### src/rtl/rxe_pkg.sv
package rxe_pkg;

  // ****************************************
  // Opcodes
  // ****************************************
  localparam logic [7:0] LOAD_HALFWORD_OP     = 8'h48;
  localparam logic [7:0] ADD_HALFWORD_OP      = 8'h4A;
  localparam logic [7:0] SUBTRACT_HALFWORD_OP = 8'h4B;
  localparam logic [7:0] BRANCH_LINK_OP       = 8'h4D;
  localparam logic [7:0] LOAD_STATUS_WORD_OP  = 8'h81;
  localparam logic [7:0] TEST_MASK_OP         = 8'h91;
  localparam logic [7:0] MOVE_IMMEDIATE_OP    = 8'h92;
  localparam logic [7:0] AND_IMMEDIATE_OP     = 8'h94;
  localparam logic [7:0] OR_IMMEDIATE_OP      = 8'h96;

  // ****************************************
  // Error codes, fixed addresses, reset values
  // ****************************************
  localparam logic [3:0]  ERR_NONE          = 4'h0;
  localparam logic [3:0]  ERR_SPECIFICATION = 4'h6;
  localparam logic [3:0]  ERR_OVERFLOW      = 4'h8;
  localparam logic [15:0] IO_OLD_PSW_ADDR   = 16'h0090;
  localparam logic [15:0] IO_NEW_PSW_ADDR   = 16'h0094;
  localparam logic [1:0]  CC_ZERO           = 2'h0;
  localparam logic [1:0]  CC_LOW            = 2'h1;
  localparam logic [1:0]  CC_HIGH           = 2'h2;
  localparam logic [7:0]  PSW_CTRL_RESET    = 8'h00;
  localparam int          PSW_BYTES         = 4;
  localparam int          HW_BYTES          = 2;

  // ****************************************
  // Field positions of the status word
  // ****************************************
  localparam int PSW_CC_LSB    = 20;
  localparam int PSW_ASCII_BIT = 22;
  localparam int PSW_MASK_BIT  = 23;

  // ****************************************
  // Carriers
  // ****************************************
  typedef struct packed {
    logic        valid;
    logic [7:0]  opcode;
    logic [3:0]  first_register_field;
    logic [3:0]  index_field;
    logic [15:0] operand_addr;
    logic [7:0]  immediate_byte_field;
  } rxe_instr_t;

  typedef struct packed {
    logic        rd;
    logic        wr;
    logic [15:0] addr;
    logic [7:0]  wdata;
  } rxe_mem_req_t;

  typedef struct packed {
    logic        we;
    logic [3:0]  sel;
    logic [15:0] wdata;
  } rxe_gr_wr_t;

endpackage : rxe_pkg

### src/rtl/rxe_exec.sv
// Contract
// - Load halfword reads storage halfword into selected general register.
// - Nonzero index nibble halts with error code 6; code checks it only for load, add, subtract halfword and branch and link.
// - Add halfword adds storage halfword into selected register.
// - Halfword operand of add and subtract lies at even address.
// - Halfword arithmetic adds all sixteen bits in two's complement.
// - Overflow when sign carry differs from top numeric carry; sign kept.
// - Add or subtract overflow halts with error code 8.
// - Add sets code 00 zero, 01 negative, 10 positive.
// - Subtract adds two's complement of storage halfword to register.
// - Subtract sets code 00 zero, 01 negative, 10 positive.
// - Most negative minus itself gives zero with no overflow.
// - Branch and link saves low status half, then loads branch address.
// - I/O interrupt stores status word at 144, fetches new from 148.
// - Status word is internal one-word register, not program addressable.
// - Status load takes whole 32-bit word from any address.
// - Status load sets condition code from the loaded word.
// - Reset clears code, ASCII bit, channel mask; keeps instruction address.
// - Test under mask sets code from AND, modifies nothing.
// - Move immediate writes immediate byte to storage.
// - AND immediate writes back result, code 00 zero else 01.
// - OR immediate writes back result, code 00 zero else 01.
// - Branch and link and status load keep code unless word supplies it.
//
// Decided for this implementation: the address map and the address-and-strobe port.
`timescale 1ns/1ps
module rxe_exec (
  // Clock and reset
  input  wire logic                 clk_in,
  input  wire logic                 reset_in,
  // Instruction issue
  input  wire rxe_pkg::rxe_instr_t  instr_in,
  input  wire logic                 io_interrupt_in,
  output logic                      busy_out,
  output logic                      done_out,
  // Main storage, read data one cycle after request
  output rxe_pkg::rxe_mem_req_t     mem_req_out,
  input  wire logic [7:0]           mem_rdata_in,
  // General registers
  output logic [3:0]                gr_rsel_out,
  input  wire logic [15:0]          gr_rdata_in,
  output rxe_pkg::rxe_gr_wr_t       gr_wr_out,
  // Status
  output logic [31:0]               psw_out,
  output logic [1:0]                condition_code_out,
  output logic [3:0]                error_indicator_reg_out,
  output logic                      stopped_out
);
  import rxe_pkg::*;

  // ****************************************
  // State
  // ****************************************
  typedef enum logic [2:0] {
    ST_IDLE, ST_READ, ST_EXEC, ST_PSW_STORE, ST_PSW_FETCH, ST_STOP
  } rxe_state_t;

  rxe_state_t   state_ff, nxt_state;
  logic [31:0]  psw_ff, nxt_psw;
  logic [3:0]   err_ff, nxt_err;
  logic [2:0]   cnt_ff, nxt_cnt;
  logic         rdv_ff;
  logic [31:0]  buf_ff, nxt_buf;
  logic [7:0]   op_ff;
  logic [3:0]   r1_ff;
  logic [15:0]  addr_ff;
  logic [7:0]   imm_ff;
  rxe_mem_req_t req_ff, nxt_req;
  rxe_gr_wr_t   grw_ff, nxt_grw;
  logic         done_ff, nxt_done;

  function automatic logic is_halfword_arith(input logic [7:0] op);
    return (op == ADD_HALFWORD_OP) || (op == SUBTRACT_HALFWORD_OP);
  endfunction : is_halfword_arith

  function automatic logic is_rx(input logic [7:0] op);
    return (op == LOAD_HALFWORD_OP) || is_halfword_arith(op) || (op == BRANCH_LINK_OP);
  endfunction : is_rx

  function automatic logic is_si(input logic [7:0] op);
    return (op == TEST_MASK_OP) || (op == MOVE_IMMEDIATE_OP) ||
           (op == AND_IMMEDIATE_OP) || (op == OR_IMMEDIATE_OP);
  endfunction : is_si

  // ****************************************
  // Datapath helpers
  // ****************************************
  logic [15:0] alu_sum;
  logic        alu_ovf;
  logic [1:0]  alu_cc;
  logic [7:0]  byte_res;
  logic [1:0]  byte_cc;
  logic        byte_wb;
  logic [15:0] hw_operand;
  logic        spec_bad;
  logic        align_bad;
  logic        accept;

  assign hw_operand = buf_ff[15:0];
  assign spec_bad   = is_rx(instr_in.opcode) && (instr_in.index_field != 4'h0);
  assign align_bad  = is_halfword_arith(instr_in.opcode) && instr_in.operand_addr[0];
  assign accept     = (state_ff == ST_IDLE) && instr_in.valid;

  rxe_hw_alu u_alu (
    .reg_op_in    (gr_rdata_in),
    .mem_op_in    (hw_operand),
    .subtract_in  (op_ff == SUBTRACT_HALFWORD_OP),
    .sum_out      (alu_sum),
    .overflow_out (alu_ovf),
    .cc_out       (alu_cc)
  );

  rxe_byte_logic u_byte (
    .opcode_in      (op_ff),
    .mem_byte_in    (buf_ff[7:0]),
    .imm_in         (imm_ff),
    .result_out     (byte_res),
    .cc_out         (byte_cc),
    .write_back_out (byte_wb)
  );

  // ****************************************
  // Next state
  // ****************************************
  always_comb begin
    nxt_state = state_ff;
    nxt_psw   = psw_ff;
    nxt_err   = err_ff;
    nxt_cnt   = cnt_ff;
    nxt_buf   = buf_ff;
    nxt_req   = '0;
    nxt_grw   = '0;
    nxt_done  = 1'b0;
    if (rdv_ff) begin
      nxt_buf = {buf_ff[23:0], mem_rdata_in};
    end
    unique case (state_ff)
      ST_IDLE: begin
        nxt_cnt = 3'h0;
        if (io_interrupt_in) begin
          nxt_state = ST_PSW_STORE;
        end else if (instr_in.valid) begin
          if (spec_bad || align_bad) begin
            nxt_err   = ERR_SPECIFICATION;
            nxt_state = ST_STOP;
          end else if (instr_in.opcode == BRANCH_LINK_OP) begin
            nxt_grw.we    = 1'b1;
            nxt_grw.sel   = instr_in.first_register_field;
            nxt_grw.wdata = psw_ff[15:0];
            nxt_psw[15:0] = instr_in.operand_addr;
            nxt_done      = 1'b1;
          end else if (is_rx(instr_in.opcode) || is_si(instr_in.opcode) ||
                       (instr_in.opcode == LOAD_STATUS_WORD_OP)) begin
            nxt_state = ST_READ;
          end else begin
            nxt_done = 1'b1;
          end
        end
      end
      ST_READ: begin
        // Issue byte reads, MSB first
        if (cnt_ff < ((op_ff == LOAD_STATUS_WORD_OP) ? 3'(PSW_BYTES) :
                      is_si(op_ff) ? 3'h1 : 3'(HW_BYTES))) begin
          nxt_req.rd   = 1'b1;
          nxt_req.addr = addr_ff + {13'h0000, cnt_ff};
          nxt_cnt      = cnt_ff + 3'h1;
        end else if (!rdv_ff && !req_ff.rd) begin
          nxt_state = ST_EXEC;
        end
      end
      ST_EXEC: begin
        nxt_state = ST_IDLE;
        nxt_done  = 1'b1;
        if (op_ff == LOAD_STATUS_WORD_OP) begin
          nxt_psw = buf_ff;
        end else if (op_ff == LOAD_HALFWORD_OP) begin
          nxt_grw = '{we: 1'b1, sel: r1_ff, wdata: hw_operand};
        end else if (is_halfword_arith(op_ff)) begin
          nxt_grw = '{we: 1'b1, sel: r1_ff, wdata: alu_sum};
          nxt_psw[PSW_CC_LSB +: 2] = alu_cc;
          if (alu_ovf) begin
            nxt_err   = ERR_OVERFLOW;
            nxt_state = ST_STOP;
            nxt_done  = 1'b0;
          end
        end else begin
          nxt_psw[PSW_CC_LSB +: 2] = byte_cc;
          nxt_req = '{rd: 1'b0, wr: byte_wb, addr: addr_ff, wdata: byte_res};
        end
      end
      ST_PSW_STORE: begin
        // Old status word out, MSB first
        nxt_req.wr    = 1'b1;
        nxt_req.addr  = IO_OLD_PSW_ADDR + {13'h0000, cnt_ff};
        nxt_req.wdata = psw_ff[8'(31 - 8 * int'(cnt_ff)) -: 8];
        nxt_cnt       = cnt_ff + 3'h1;
        if (cnt_ff == 3'(PSW_BYTES - 1)) begin
          nxt_cnt   = 3'h0;
          nxt_state = ST_PSW_FETCH;
        end
      end
      ST_PSW_FETCH: begin
        if (cnt_ff < 3'(PSW_BYTES)) begin
          nxt_req.rd   = 1'b1;
          nxt_req.addr = IO_NEW_PSW_ADDR + {13'h0000, cnt_ff};
          nxt_cnt      = cnt_ff + 3'h1;
        end else if (!rdv_ff && !req_ff.rd) begin
          nxt_psw   = buf_ff;
          nxt_state = ST_IDLE;
        end
      end
      ST_STOP: begin
        nxt_state = ST_STOP;
      end
    endcase
  end

  // ****************************************
  // Registers
  // ****************************************
  always_ff @(posedge clk_in) begin
    if (reset_in) begin
      state_ff <= ST_IDLE;
      err_ff   <= ERR_NONE;
      cnt_ff   <= 3'h0;
      rdv_ff   <= 1'b0;
      req_ff   <= '0;
      grw_ff   <= '0;
      done_ff  <= 1'b0;
      // Instruction address survives reset
      psw_ff[PSW_MASK_BIT]      <= 1'b0;
      psw_ff[PSW_ASCII_BIT]     <= 1'b0;
      psw_ff[PSW_CC_LSB +: 2]   <= 2'h0;
    end else begin
      state_ff <= nxt_state;
      err_ff   <= nxt_err;
      cnt_ff   <= nxt_cnt;
      rdv_ff   <= req_ff.rd;
      req_ff   <= nxt_req;
      grw_ff   <= nxt_grw;
      done_ff  <= nxt_done;
      psw_ff   <= nxt_psw;
    end
  end

  // Fields not touched by reset
  always_ff @(posedge clk_in) begin
    buf_ff        <= nxt_buf;
    if (accept) begin
      op_ff   <= instr_in.opcode;
      r1_ff   <= instr_in.first_register_field;
      addr_ff <= instr_in.operand_addr;
      imm_ff  <= instr_in.immediate_byte_field;
    end
  end

  // ****************************************
  // Outputs
  // ****************************************
  assign busy_out                = (state_ff != ST_IDLE);
  assign done_out                = done_ff;
  assign mem_req_out             = req_ff;
  assign gr_rsel_out             = r1_ff;
  assign gr_wr_out               = grw_ff;
  assign psw_out                 = psw_ff;
  assign condition_code_out      = psw_ff[PSW_CC_LSB +: 2];
  assign error_indicator_reg_out = err_ff;
  assign stopped_out             = (state_ff == ST_STOP);

  // ****************************************
  // Checks
  // ****************************************
  a_spec_stop: assert property (@(posedge clk_in) disable iff (reset_in)
    (accept && !io_interrupt_in && spec_bad) |=> (stopped_out && err_ff == ERR_SPECIFICATION))
    else $error("specification stop missing");
  a_ovf_stop: assert property (@(posedge clk_in) disable iff (reset_in)
    (state_ff == ST_EXEC && is_halfword_arith(op_ff) && alu_ovf) |=> (err_ff == ERR_OVERFLOW))
    else $error("overflow code missing");
  a_add_cc: assert property (@(posedge clk_in) disable iff (reset_in)
    (state_ff == ST_EXEC && is_halfword_arith(op_ff) && alu_sum == 16'h0000)
      |=> condition_code_out == CC_ZERO)
    else $error("zero sum code wrong");
  a_neg_cc: assert property (@(posedge clk_in) disable iff (reset_in)
    (state_ff == ST_EXEC && is_halfword_arith(op_ff) && alu_sum[15] && !alu_ovf)
      |=> condition_code_out == CC_LOW)
    else $error("negative code wrong");
  a_link_write: assert property (@(posedge clk_in) disable iff (reset_in)
    (accept && !io_interrupt_in && !spec_bad && instr_in.opcode == BRANCH_LINK_OP)
      |=> (gr_wr_out.we && gr_wr_out.wdata == $past(psw_ff[15:0])
           && psw_ff[15:0] == $past(instr_in.operand_addr)))
    else $error("link write wrong");
  a_link_cc: assert property (@(posedge clk_in) disable iff (reset_in)
    (accept && !io_interrupt_in && instr_in.opcode == BRANCH_LINK_OP) |=> $stable(condition_code_out))
    else $error("link changed code");
  a_psw_load: assert property (@(posedge clk_in) disable iff (reset_in)
    (state_ff == ST_EXEC && op_ff == LOAD_STATUS_WORD_OP) |=> psw_out == $past(buf_ff))
    else $error("status load wrong");
  a_tm_nowrite: assert property (@(posedge clk_in) disable iff (reset_in)
    (state_ff == ST_EXEC && op_ff == TEST_MASK_OP) |=> !mem_req_out.wr)
    else $error("test under mask wrote");
  a_irq_store: assert property (@(posedge clk_in) disable iff (reset_in)
    (state_ff == ST_IDLE && io_interrupt_in)
      |=> ##1 (mem_req_out.wr && mem_req_out.addr == IO_OLD_PSW_ADDR))
    else $error("interrupt store wrong");
  a_load_write: assert property (@(posedge clk_in) disable iff (reset_in)
    (state_ff == ST_EXEC && op_ff == LOAD_HALFWORD_OP)
      |=> (gr_wr_out.we && gr_wr_out.sel == $past(r1_ff)
           && gr_wr_out.wdata == $past(hw_operand)))
    else $error("halfword load write wrong");
  a_align_stop: assert property (@(posedge clk_in) disable iff (reset_in)
    (accept && !io_interrupt_in && align_bad) |=> (stopped_out && err_ff == ERR_SPECIFICATION))
    else $error("odd halfword address accepted");
  a_sum_write: assert property (@(posedge clk_in) disable iff (reset_in)
    (state_ff == ST_EXEC && is_halfword_arith(op_ff))
      |=> (gr_wr_out.we && gr_wr_out.wdata == $past(alu_sum)))
    else $error("halfword sum not written");
  a_pos_cc: assert property (@(posedge clk_in) disable iff (reset_in)
    (state_ff == ST_EXEC && is_halfword_arith(op_ff) && alu_sum != 16'h0000 && !alu_sum[15])
      |=> condition_code_out == CC_HIGH)
    else $error("positive code wrong");
  a_min_neg: assert property (@(posedge clk_in) disable iff (reset_in)
    (state_ff == ST_EXEC && op_ff == SUBTRACT_HALFWORD_OP && gr_rdata_in == 16'h8000
     && hw_operand == 16'h8000) |=> (!stopped_out && condition_code_out == CC_ZERO))
    else $error("most negative difference wrong");
  a_status_cc: assert property (@(posedge clk_in) disable iff (reset_in)
    (state_ff == ST_EXEC && op_ff == LOAD_STATUS_WORD_OP)
      |=> condition_code_out == $past(buf_ff[PSW_CC_LSB +: 2]))
    else $error("status load code wrong");
  a_reset_ctrl: assert property (@(posedge clk_in)
    reset_in |=> (condition_code_out == CC_ZERO && !psw_out[PSW_ASCII_BIT]
                  && !psw_out[PSW_MASK_BIT]))
    else $error("reset left control bits set");
  a_move_data: assert property (@(posedge clk_in) disable iff (reset_in)
    (state_ff == ST_EXEC && op_ff == MOVE_IMMEDIATE_OP)
      |=> (mem_req_out.wr && mem_req_out.wdata == $past(imm_ff)))
    else $error("move immediate data wrong");
  a_or_write: assert property (@(posedge clk_in) disable iff (reset_in)
    (state_ff == ST_EXEC && op_ff == OR_IMMEDIATE_OP)
      |=> (mem_req_out.wr && mem_req_out.addr == $past(addr_ff)
           && mem_req_out.wdata == ($past(buf_ff[7:0]) | $past(imm_ff))))
    else $error("or immediate write wrong");
  a_and_cc: assert property (@(posedge clk_in) disable iff (reset_in)
    (state_ff == ST_EXEC && op_ff == AND_IMMEDIATE_OP && (buf_ff[7:0] & imm_ff) == 8'h00)
      |=> condition_code_out == CC_ZERO)
    else $error("and immediate code wrong");

endmodule : rxe_exec

### src/rtl/rxe_hw_alu.sv
`timescale 1ns/1ps
module rxe_hw_alu (
  // Operands
  input  wire logic [15:0] reg_op_in,
  input  wire logic [15:0] mem_op_in,
  input  wire logic        subtract_in,
  // Result
  output logic [15:0]      sum_out,
  output logic             overflow_out,
  output logic [1:0]       cc_out
);
  import rxe_pkg::*;

  logic [15:0] addend;
  logic [14:0] low_sum;
  logic        carry_num;
  logic        carry_sign;
  logic        sign_bit;

  // Two's complement of the storage operand for subtract
  assign addend = subtract_in ? ~mem_op_in : mem_op_in;
  // All sixteen positions take part
  assign {carry_num, low_sum} = {1'b0, reg_op_in[14:0]} + {1'b0, addend[14:0]}
                                + {15'h0000, subtract_in};
  assign {carry_sign, sign_bit} = {1'b0, reg_op_in[15]} + {1'b0, addend[15]}
                                  + {1'b0, carry_num};
  assign sum_out      = {sign_bit, low_sum};
  assign overflow_out = carry_sign ^ carry_num;
  assign cc_out       = (sum_out == 16'h0000) ? CC_ZERO :
                        sum_out[15] ? CC_LOW : CC_HIGH;

endmodule : rxe_hw_alu

### src/rtl/rxe_byte_logic.sv
`timescale 1ns/1ps
module rxe_byte_logic (
  // Operands
  input  wire logic [7:0] opcode_in,
  input  wire logic [7:0] mem_byte_in,
  input  wire logic [7:0] imm_in,
  // Result
  output logic [7:0]      result_out,
  output logic [1:0]      cc_out,
  output logic            write_back_out
);
  import rxe_pkg::*;

  logic [7:0] and_res;
  logic [7:0] or_res;

  assign and_res = mem_byte_in & imm_in;
  assign or_res  = mem_byte_in | imm_in;
  assign result_out = (opcode_in == OR_IMMEDIATE_OP)    ? or_res :
                      (opcode_in == MOVE_IMMEDIATE_OP)  ? imm_in : and_res;
  assign cc_out = (result_out == 8'h00) ? CC_ZERO : CC_LOW;
  // Test under mask leaves storage untouched
  assign write_back_out = (opcode_in != TEST_MASK_OP);

endmodule : rxe_byte_logic

### config.mk
export PLATFORM = sky130hd
export DESIGN_NAME = rxe_exec
export DESIGN_NICKNAME = d
export VERILOG_FILES = /design/src/rtl/rxe_pkg.sv /design/src/rtl/rxe_exec.sv /design/src/rtl/rxe_hw_alu.sv /design/src/rtl/rxe_byte_logic.sv
export SDC_FILE = /design/constraint.sdc
export NUM_CORES = 1
export LEC_CHECK = 0
export BUFFER_PORTS_ARGS = -buffer_cell sky130_fd_sc_hd__buf_2
export CORE_MARGIN = 2
export CORE_UTILIZATION = 55
export CTS_CLUSTER_DIAMETER = 40
export DETAILED_ROUTE_END_ITERATION = 8
export GPL_TIMING_DRIVEN = 0
export HOLD_SLACK_MARGIN = 0.12
export PLACE_DENSITY = 0.87
export SLEW_MARGIN = 0
export SYNTH_ARGS = -nofsm -noshare
export SYNTH_HDL_FRONTEND = slang
export SYNTH_SLANG_ARGS = --single-unit
### constraint.sdc
create_clock -name clk_in -period 7 [get_ports clk_in]
set_clock_uncertainty 0.2 [all_clocks]
set_input_delay 0.35 -clock clk_in [delete_from_list [all_inputs] [get_ports clk_in]]
set_output_delay 0.35 -clock clk_in [all_outputs]
set_load 0.05 [all_outputs]
Yosys cells after proc, flatten, opt, wreduce, memory -nomap -nowiden
Index checks and enable logic that the tools add are counted.

cells by class
  add/sub/neg operators = 9
  order comparisons = 2
  equality and inequality tests = 45
  shift-type cells = 1
  muxes and demuxes = 77
  bitwise operators = 5
  reduce and logical (&&, ||, !) cells = 35

operators by type and width
  operator                                                               number
  21-bit two-way mux                                                     7
  16-bit two-way mux                                                     6
  8-bit equality test, second input constant                             10
  25-bit two-way mux                                                     3
  32-bit two-way mux                                                     2
  16-bit case mux with 4 select lines                                    1
  8-bit by 7-bit equality test with 1-bit output, second input constant  7
  3-bit two-way mux                                                      18
  16-bit case mux with 3 select lines                                    1
  21-bit case mux with 2 select lines                                    1
  39-bit by 7-bit variable part select with 8-bit output                 1
  16-bit case mux with 2 select lines                                    1
  2-bit inequality test, second input constant                           15
  4-bit two-way mux                                                      7
  20-bit two-way mux                                                     1
  8-bit by 3-bit adder with 9-bit output, first input constant           2
  3-bit case mux with 6 select lines                                     1
  15-bit by 15-bit adder with 16-bit output                              1
  16-bit by 1-bit adder with 16-bit output                               1
  16-bit by 3-bit adder with 16-bit output                               1
  16-bit zero test                                                       1
  8-bit two-way mux                                                      2
  16-bit NOT                                                             1
  8-bit case mux with 2 select lines                                     1
  39 further kinds                                                       82

word-level totals
  register bits after elaboration = 159
  bits of input ports = 68

Logic depth before layout (Yosys ltp)
  depth after elaboration = 12
  depth in mapped cells = 20

Modules after synthesis
From an unflattened synthesis, not the netlist that was laid out.

second synthesis, totals
  cell total of the unflattened synthesis = 700
  area, all modules = 7837.5 µm²

modules (own cells, without submodules)
  module          instances  cells an instance  area an instance (µm²)  seq. area each (µm²)
  rxe_exec        1          548                6692.7                  4103.9
  rxe_hw_alu      1          115                909.6                   0.0
  rxe_byte_logic  1          37                 235.2                   0.0

Worst setup path after synthesis
OpenSTA, ideal clock, no wires.

  kind = register to register
  start point = register op_ff[4]
  end point = register psw_ff[21] (netlist: psw_out[21])
  data arrival time = 4606 ps
  slack = 2066 ps
  cell stages (with the launch flop) = 21
  buffers on the path = 3
  path through = edfxtp_1 clkbuf_1 nor4bb_1 nand2_1 clkbuf_1 xnor2_1 ha_1 a21oi_1 o21ai_0 a31oi_1 o31a_1 clkbuf_1 o21a_1 inv_1 fa_1 nor4b_1 o211ai_1 nor4b_1 o2111ai_1 nor4b_1 a31oi_1

between the ends
  longest elaborated chain between the ends = 11

ends and longest elaborated chain
  item                                                   line                                source
  from (decl)                                            rxe_exec.sv:64                      logic [7:0] op_ff;
  from (signal assigned)                                 rxe_exec.sv:250                     op_ff <= instr_in.opcode;
  8-bit by 7-bit equality test with 1-bit output         rxe_exec.sv:73, rxe_exec.sv:107
  16-bit two-way mux                                     rxe_hw_alu.sv:21                    assign addend = subtract_in ? ~mem_op_in : mem_op_in;
  15-bit by 15-bit adder with 16-bit output              rxe_hw_alu.sv:23                    assign {carry_num, low_sum} = {1'b0, reg_op_in[14:0]} + {1'b0, addend[14:0]}
  16-bit by 1-bit adder with 16-bit output               rxe_hw_alu.sv:24                    + {15'h0000, subtract_in};
  2-bit by 1-bit adder with 2-bit output                 rxe_hw_alu.sv:26                    + {1'b0, carry_num};
  16-bit zero test or 2-bit two-way mux (tied branches)  rxe_hw_alu.sv:29, rxe_hw_alu.sv:30
  2-bit two-way mux                                      rxe_hw_alu.sv:29                    assign cc_out = (sum_out == 16'h0000) ? CC_ZERO :
  2-bit two-way mux                                      rxe_exec.sv:178                     end else if (is_halfword_arith(op_ff)) begin
  2-bit two-way mux                                      rxe_exec.sv:176                     end else if (op_ff == LOAD_HALFWORD_OP) begin
  2-bit two-way mux                                      rxe_exec.sv:174                     if (op_ff == LOAD_STATUS_WORD_OP) begin
  16-bit case mux with 2 select lines                    rxe_exec.sv:137                     unique case (state_ff)
  to (signal assigned)                                   rxe_exec.sv:242                     psw_ff <= nxt_psw;
  to (decl)                                              rxe_exec.sv:59                      logic [31:0] psw_ff, nxt_psw;

Parallel ways exist; a longest one is shown, timed or not. The select of a mux whose other input is x is not followed.
A chain may end at the register's enable or synchronous reset.

Worst setup path after layout
  start point = register op_ff[2]
  end point = register psw_ff[21] (netlist: psw_out[21])

Same word-level chain as after synthesis.

==> impl_metrics.toml <==
[run]
maxCapViolCount = 0

[global_routing]
first_pass_grt_wire_length_um = 36820
groute.usage.overall = 0.3301
vias_in_the_first_global_route = 6646
antenna_found_initial = 0
maximum_number_of_pins_on_one_net_before_global_route_repair = 37
grt_overflow_total = 0

[logic_synthesis]
synthesis.yosys.warnings = 0
seq_area_frac_synth = 0.5225
synth_edf_count = 96
yosysUniqueCellTypes = 71
synthesized_flop_and_latch_total = 157
post_synth_instance_area_mm2 = 0.007854
synthFlopType = "edfxtp_1"
postSynth.asyncResetShare = 0
syn_avg_cell_area_um2 = 10.76
total_nets_after_synthesis = 823
postSynthCellCount = 730

[cts]
tritoncts_clock_tree = "yes"
h_tree_depth = 4
clk_pin_slew_ps = 60
cts_sinks = 157
cts_max_path_buffers = 2
cts_buffers = 17
post_cts.resized_instances = 0
clk_root_buffer_cell = "clkbuf_16"
clk-insertion-delay-late_ps = 440

[outcome]
status = "finished, final reports clean"

[worst_hold_path]
timing.hold.worst.class = "input port to register"

[timing]
rsz0062_at_grt = "false"
finalSetupTns_ps = 0
report.final.slew_viol_count = 0
timing.fmax_mhz = 165.6
period_minus_slack_ps = 6040
slew_headroom = 0.2346
ratio_of_final_minimum_period_to_clock_period = 0.8629
post-route-worst-setup-slack_ps = 959.8
setup_viol = 0
tightestPinTransition_ps = 1139
timing_hold_violations_final = 0

[routing]
drt_initial_violations = 966
drt_pass_1_iters = 6
drcViolationCount = 0
dr_total_vias = 7205
drt-wirelength-per-cell_um = 21.51
drt-vias-per-instance = 6.282
route.final.wire_length_um = 24670
detail-route-antenna-nets = 0

[place]
hpwlAfterDp_um = 17010
port_buffers = 158
place_worst_setup_slack_ps = 1094
globalplace.congestion = 0.9266

[die]
floorplan.io_pins = 160
dieArea_mm2 = 0.01525
die_width_um = 123.5
coreArea_mm2 = 0.01393
die_height_um = 123.5
placementRows = 43
starting_density_of_the_core = 0.5636

[setup_path]
path_class = "register to register"
critPathMaxFanout = 10
required_ps = 7110
startpoint_type = "register"
setup.worst_path.end_class = "register"
critical_path_arrival_ps = 6150

[cells_and_area]
drive_gt1_frac = 0.2482
layout-area-overhead-vs-synth_pct = 27.04
layout.cells.most_common_list = "163 x buf_2, 96 x edfxtp_1, 69 x nor2_1, 60 x dfxtp_1"
antenna_cells_inserted = 0
numnets_final = 1047
final_common_cell = "buf_2"

[pwr]
power.density_mw_per_mm2 = 355.8
cellLeakagePower_nw = 3.840
peakVddDrop_v = 0.0002065
## stage by stage
stage | cell area (µm²) | instances | hold slack, ps | utilization | power [W]
2_1_floorplan | 7854 | 730 | 200.3 | - | 0.002149
3_3_place_gp | 8870 | 1068 | 200.7 | 0.6365 | 0.002461
3_5_place_dp | 8889 | 1069 | 207.2 | 0.6379 | 0.002497
4_1_cts | 9977 | 1147 | 198.3 | 0.7160 | 0.003491
5_1_grt | 9977 | 1147 | 223.4 | 0.7160 | 0.003673
6_report | 9977 | 1147 | 201.5 | 0.7160 | 0.003550
## registers in the layout, indices dropped and copies added (netlist names)
signal                   cells
addr_ff                     16
buf_ff                      32
cnt_ff                       3
done_out                     1
error_indicator_reg_out      2
gr_rsel_out                  4
gr_wr_out                   21
imm_ff                       8
mem_req_out                 26
op_ff                        8
psw_out                     32
rdv_ff                       1
state_ff                     3
## timing repair
item,CTS,global route
endpoints found under the hold margin,66,0
buffers inserted,0,0
hold buffers,46,0
## cell usage after synthesis (11+ instances only)
cell type	n	area, µm²
edfxtp_1	96	2883
nor2_1	69	259.0
dfxtp_1	61	1221
a21oi_1	58	290.3
nand2_1	58	217.7
o21ai_0	39	195.2
clkbuf_1	23	86.33
ha_1	22	275.3
xnor2_1	20	175.2
a22oi_1	16	120.1
mux2_2	16	180.2
inv_1	15	56.30
nor3_1	15	75.07
nand3_1	13	65.06
a31oi_1	12	75.07
and3_1	11	68.82
## path summary, 6_finish.rpt
| check | startpoint | slack [ps] | cells past startpoint | end |
|---|---|---|---|---|
| max reg2reg | op_ff[2]$_DFFE_PP_ | 960 | 19 | psw_out[21]$_SDFFE_PP0P_ |
| min reg2reg | buf_ff[28]$_DFFE_PP_ | 220 | 0 | psw_out[28]$_DFFE_PP_ |
| max | op_ff[2]$_DFFE_PP_ | 960 | 19 | psw_out[21]$_SDFFE_PP0P_ |
| min | instr_in[40] | 200 | 4 | error_indicator_reg_out[2]$_SDFFE_PP0P_ |
## critical path: stages (launching register included)
cell	delay (ps)
edfxtp_1	560
nor4bb_1	480
nand2_1	350
clkbuf_1	410
xnor2_1	240
ha_1	360
a21oi_1	200
o21ai_0	150
a31oi_1	200
o31a_1	160
clkbuf_1	340
o21a_1	300
inv_1	80
fa_1	550
nor4b_1	300
o211ai_1	140
nor4b_1	270
o2111ai_1	160
nor4b_1	310
a31oi_1	140
## cell type report
cell class | instances | area, µm²
inverter | 15 | 56.30
buffer | 37 | 160.2
timing repair buffer | 205 | 1262
tap | 180 | 225.2
sequential | 157 | 4105
clock buffer | 19 | 452.9
clock inverter | 13 | 175.2
multi-input combinational | 521 | 3540
fill | 972 | 3958
## report_power, final
part | internal (W) | switching (W)
logic | 0.000391 | 0.000853
registers | 0.00117 | 0.000153
clock network | 0.000587 | 0.000396
## routing by layer
layer,part of all wire,vias to the layer above,routed length [µm],track usage
met5,0,-,0,0
met4,0.045,0,1101,0.1626
met1,0.36,3342,8919,0.4149
li1,-,3203,-,-
met2,0.47,567,11710,0.5326
met3,0.12,93,2938,0.08164
## cells by family (layout without fill, tap and decap cells)
kind of cell    Yosys count  count (layout)  share of synthesized area
fa+ha+maj                25              25                    0.04270
other cells               1               1                  0.0004775
flops                   157             157                     0.5225
compound gates          198             198                     0.1662
buf+inv                  52             289                    0.02756
mux                      30              30                    0.05353
simple gates            242             242                     0.1592
xor+xnor                 25              25                    0.02788
(Power assumes the default switching activity.)
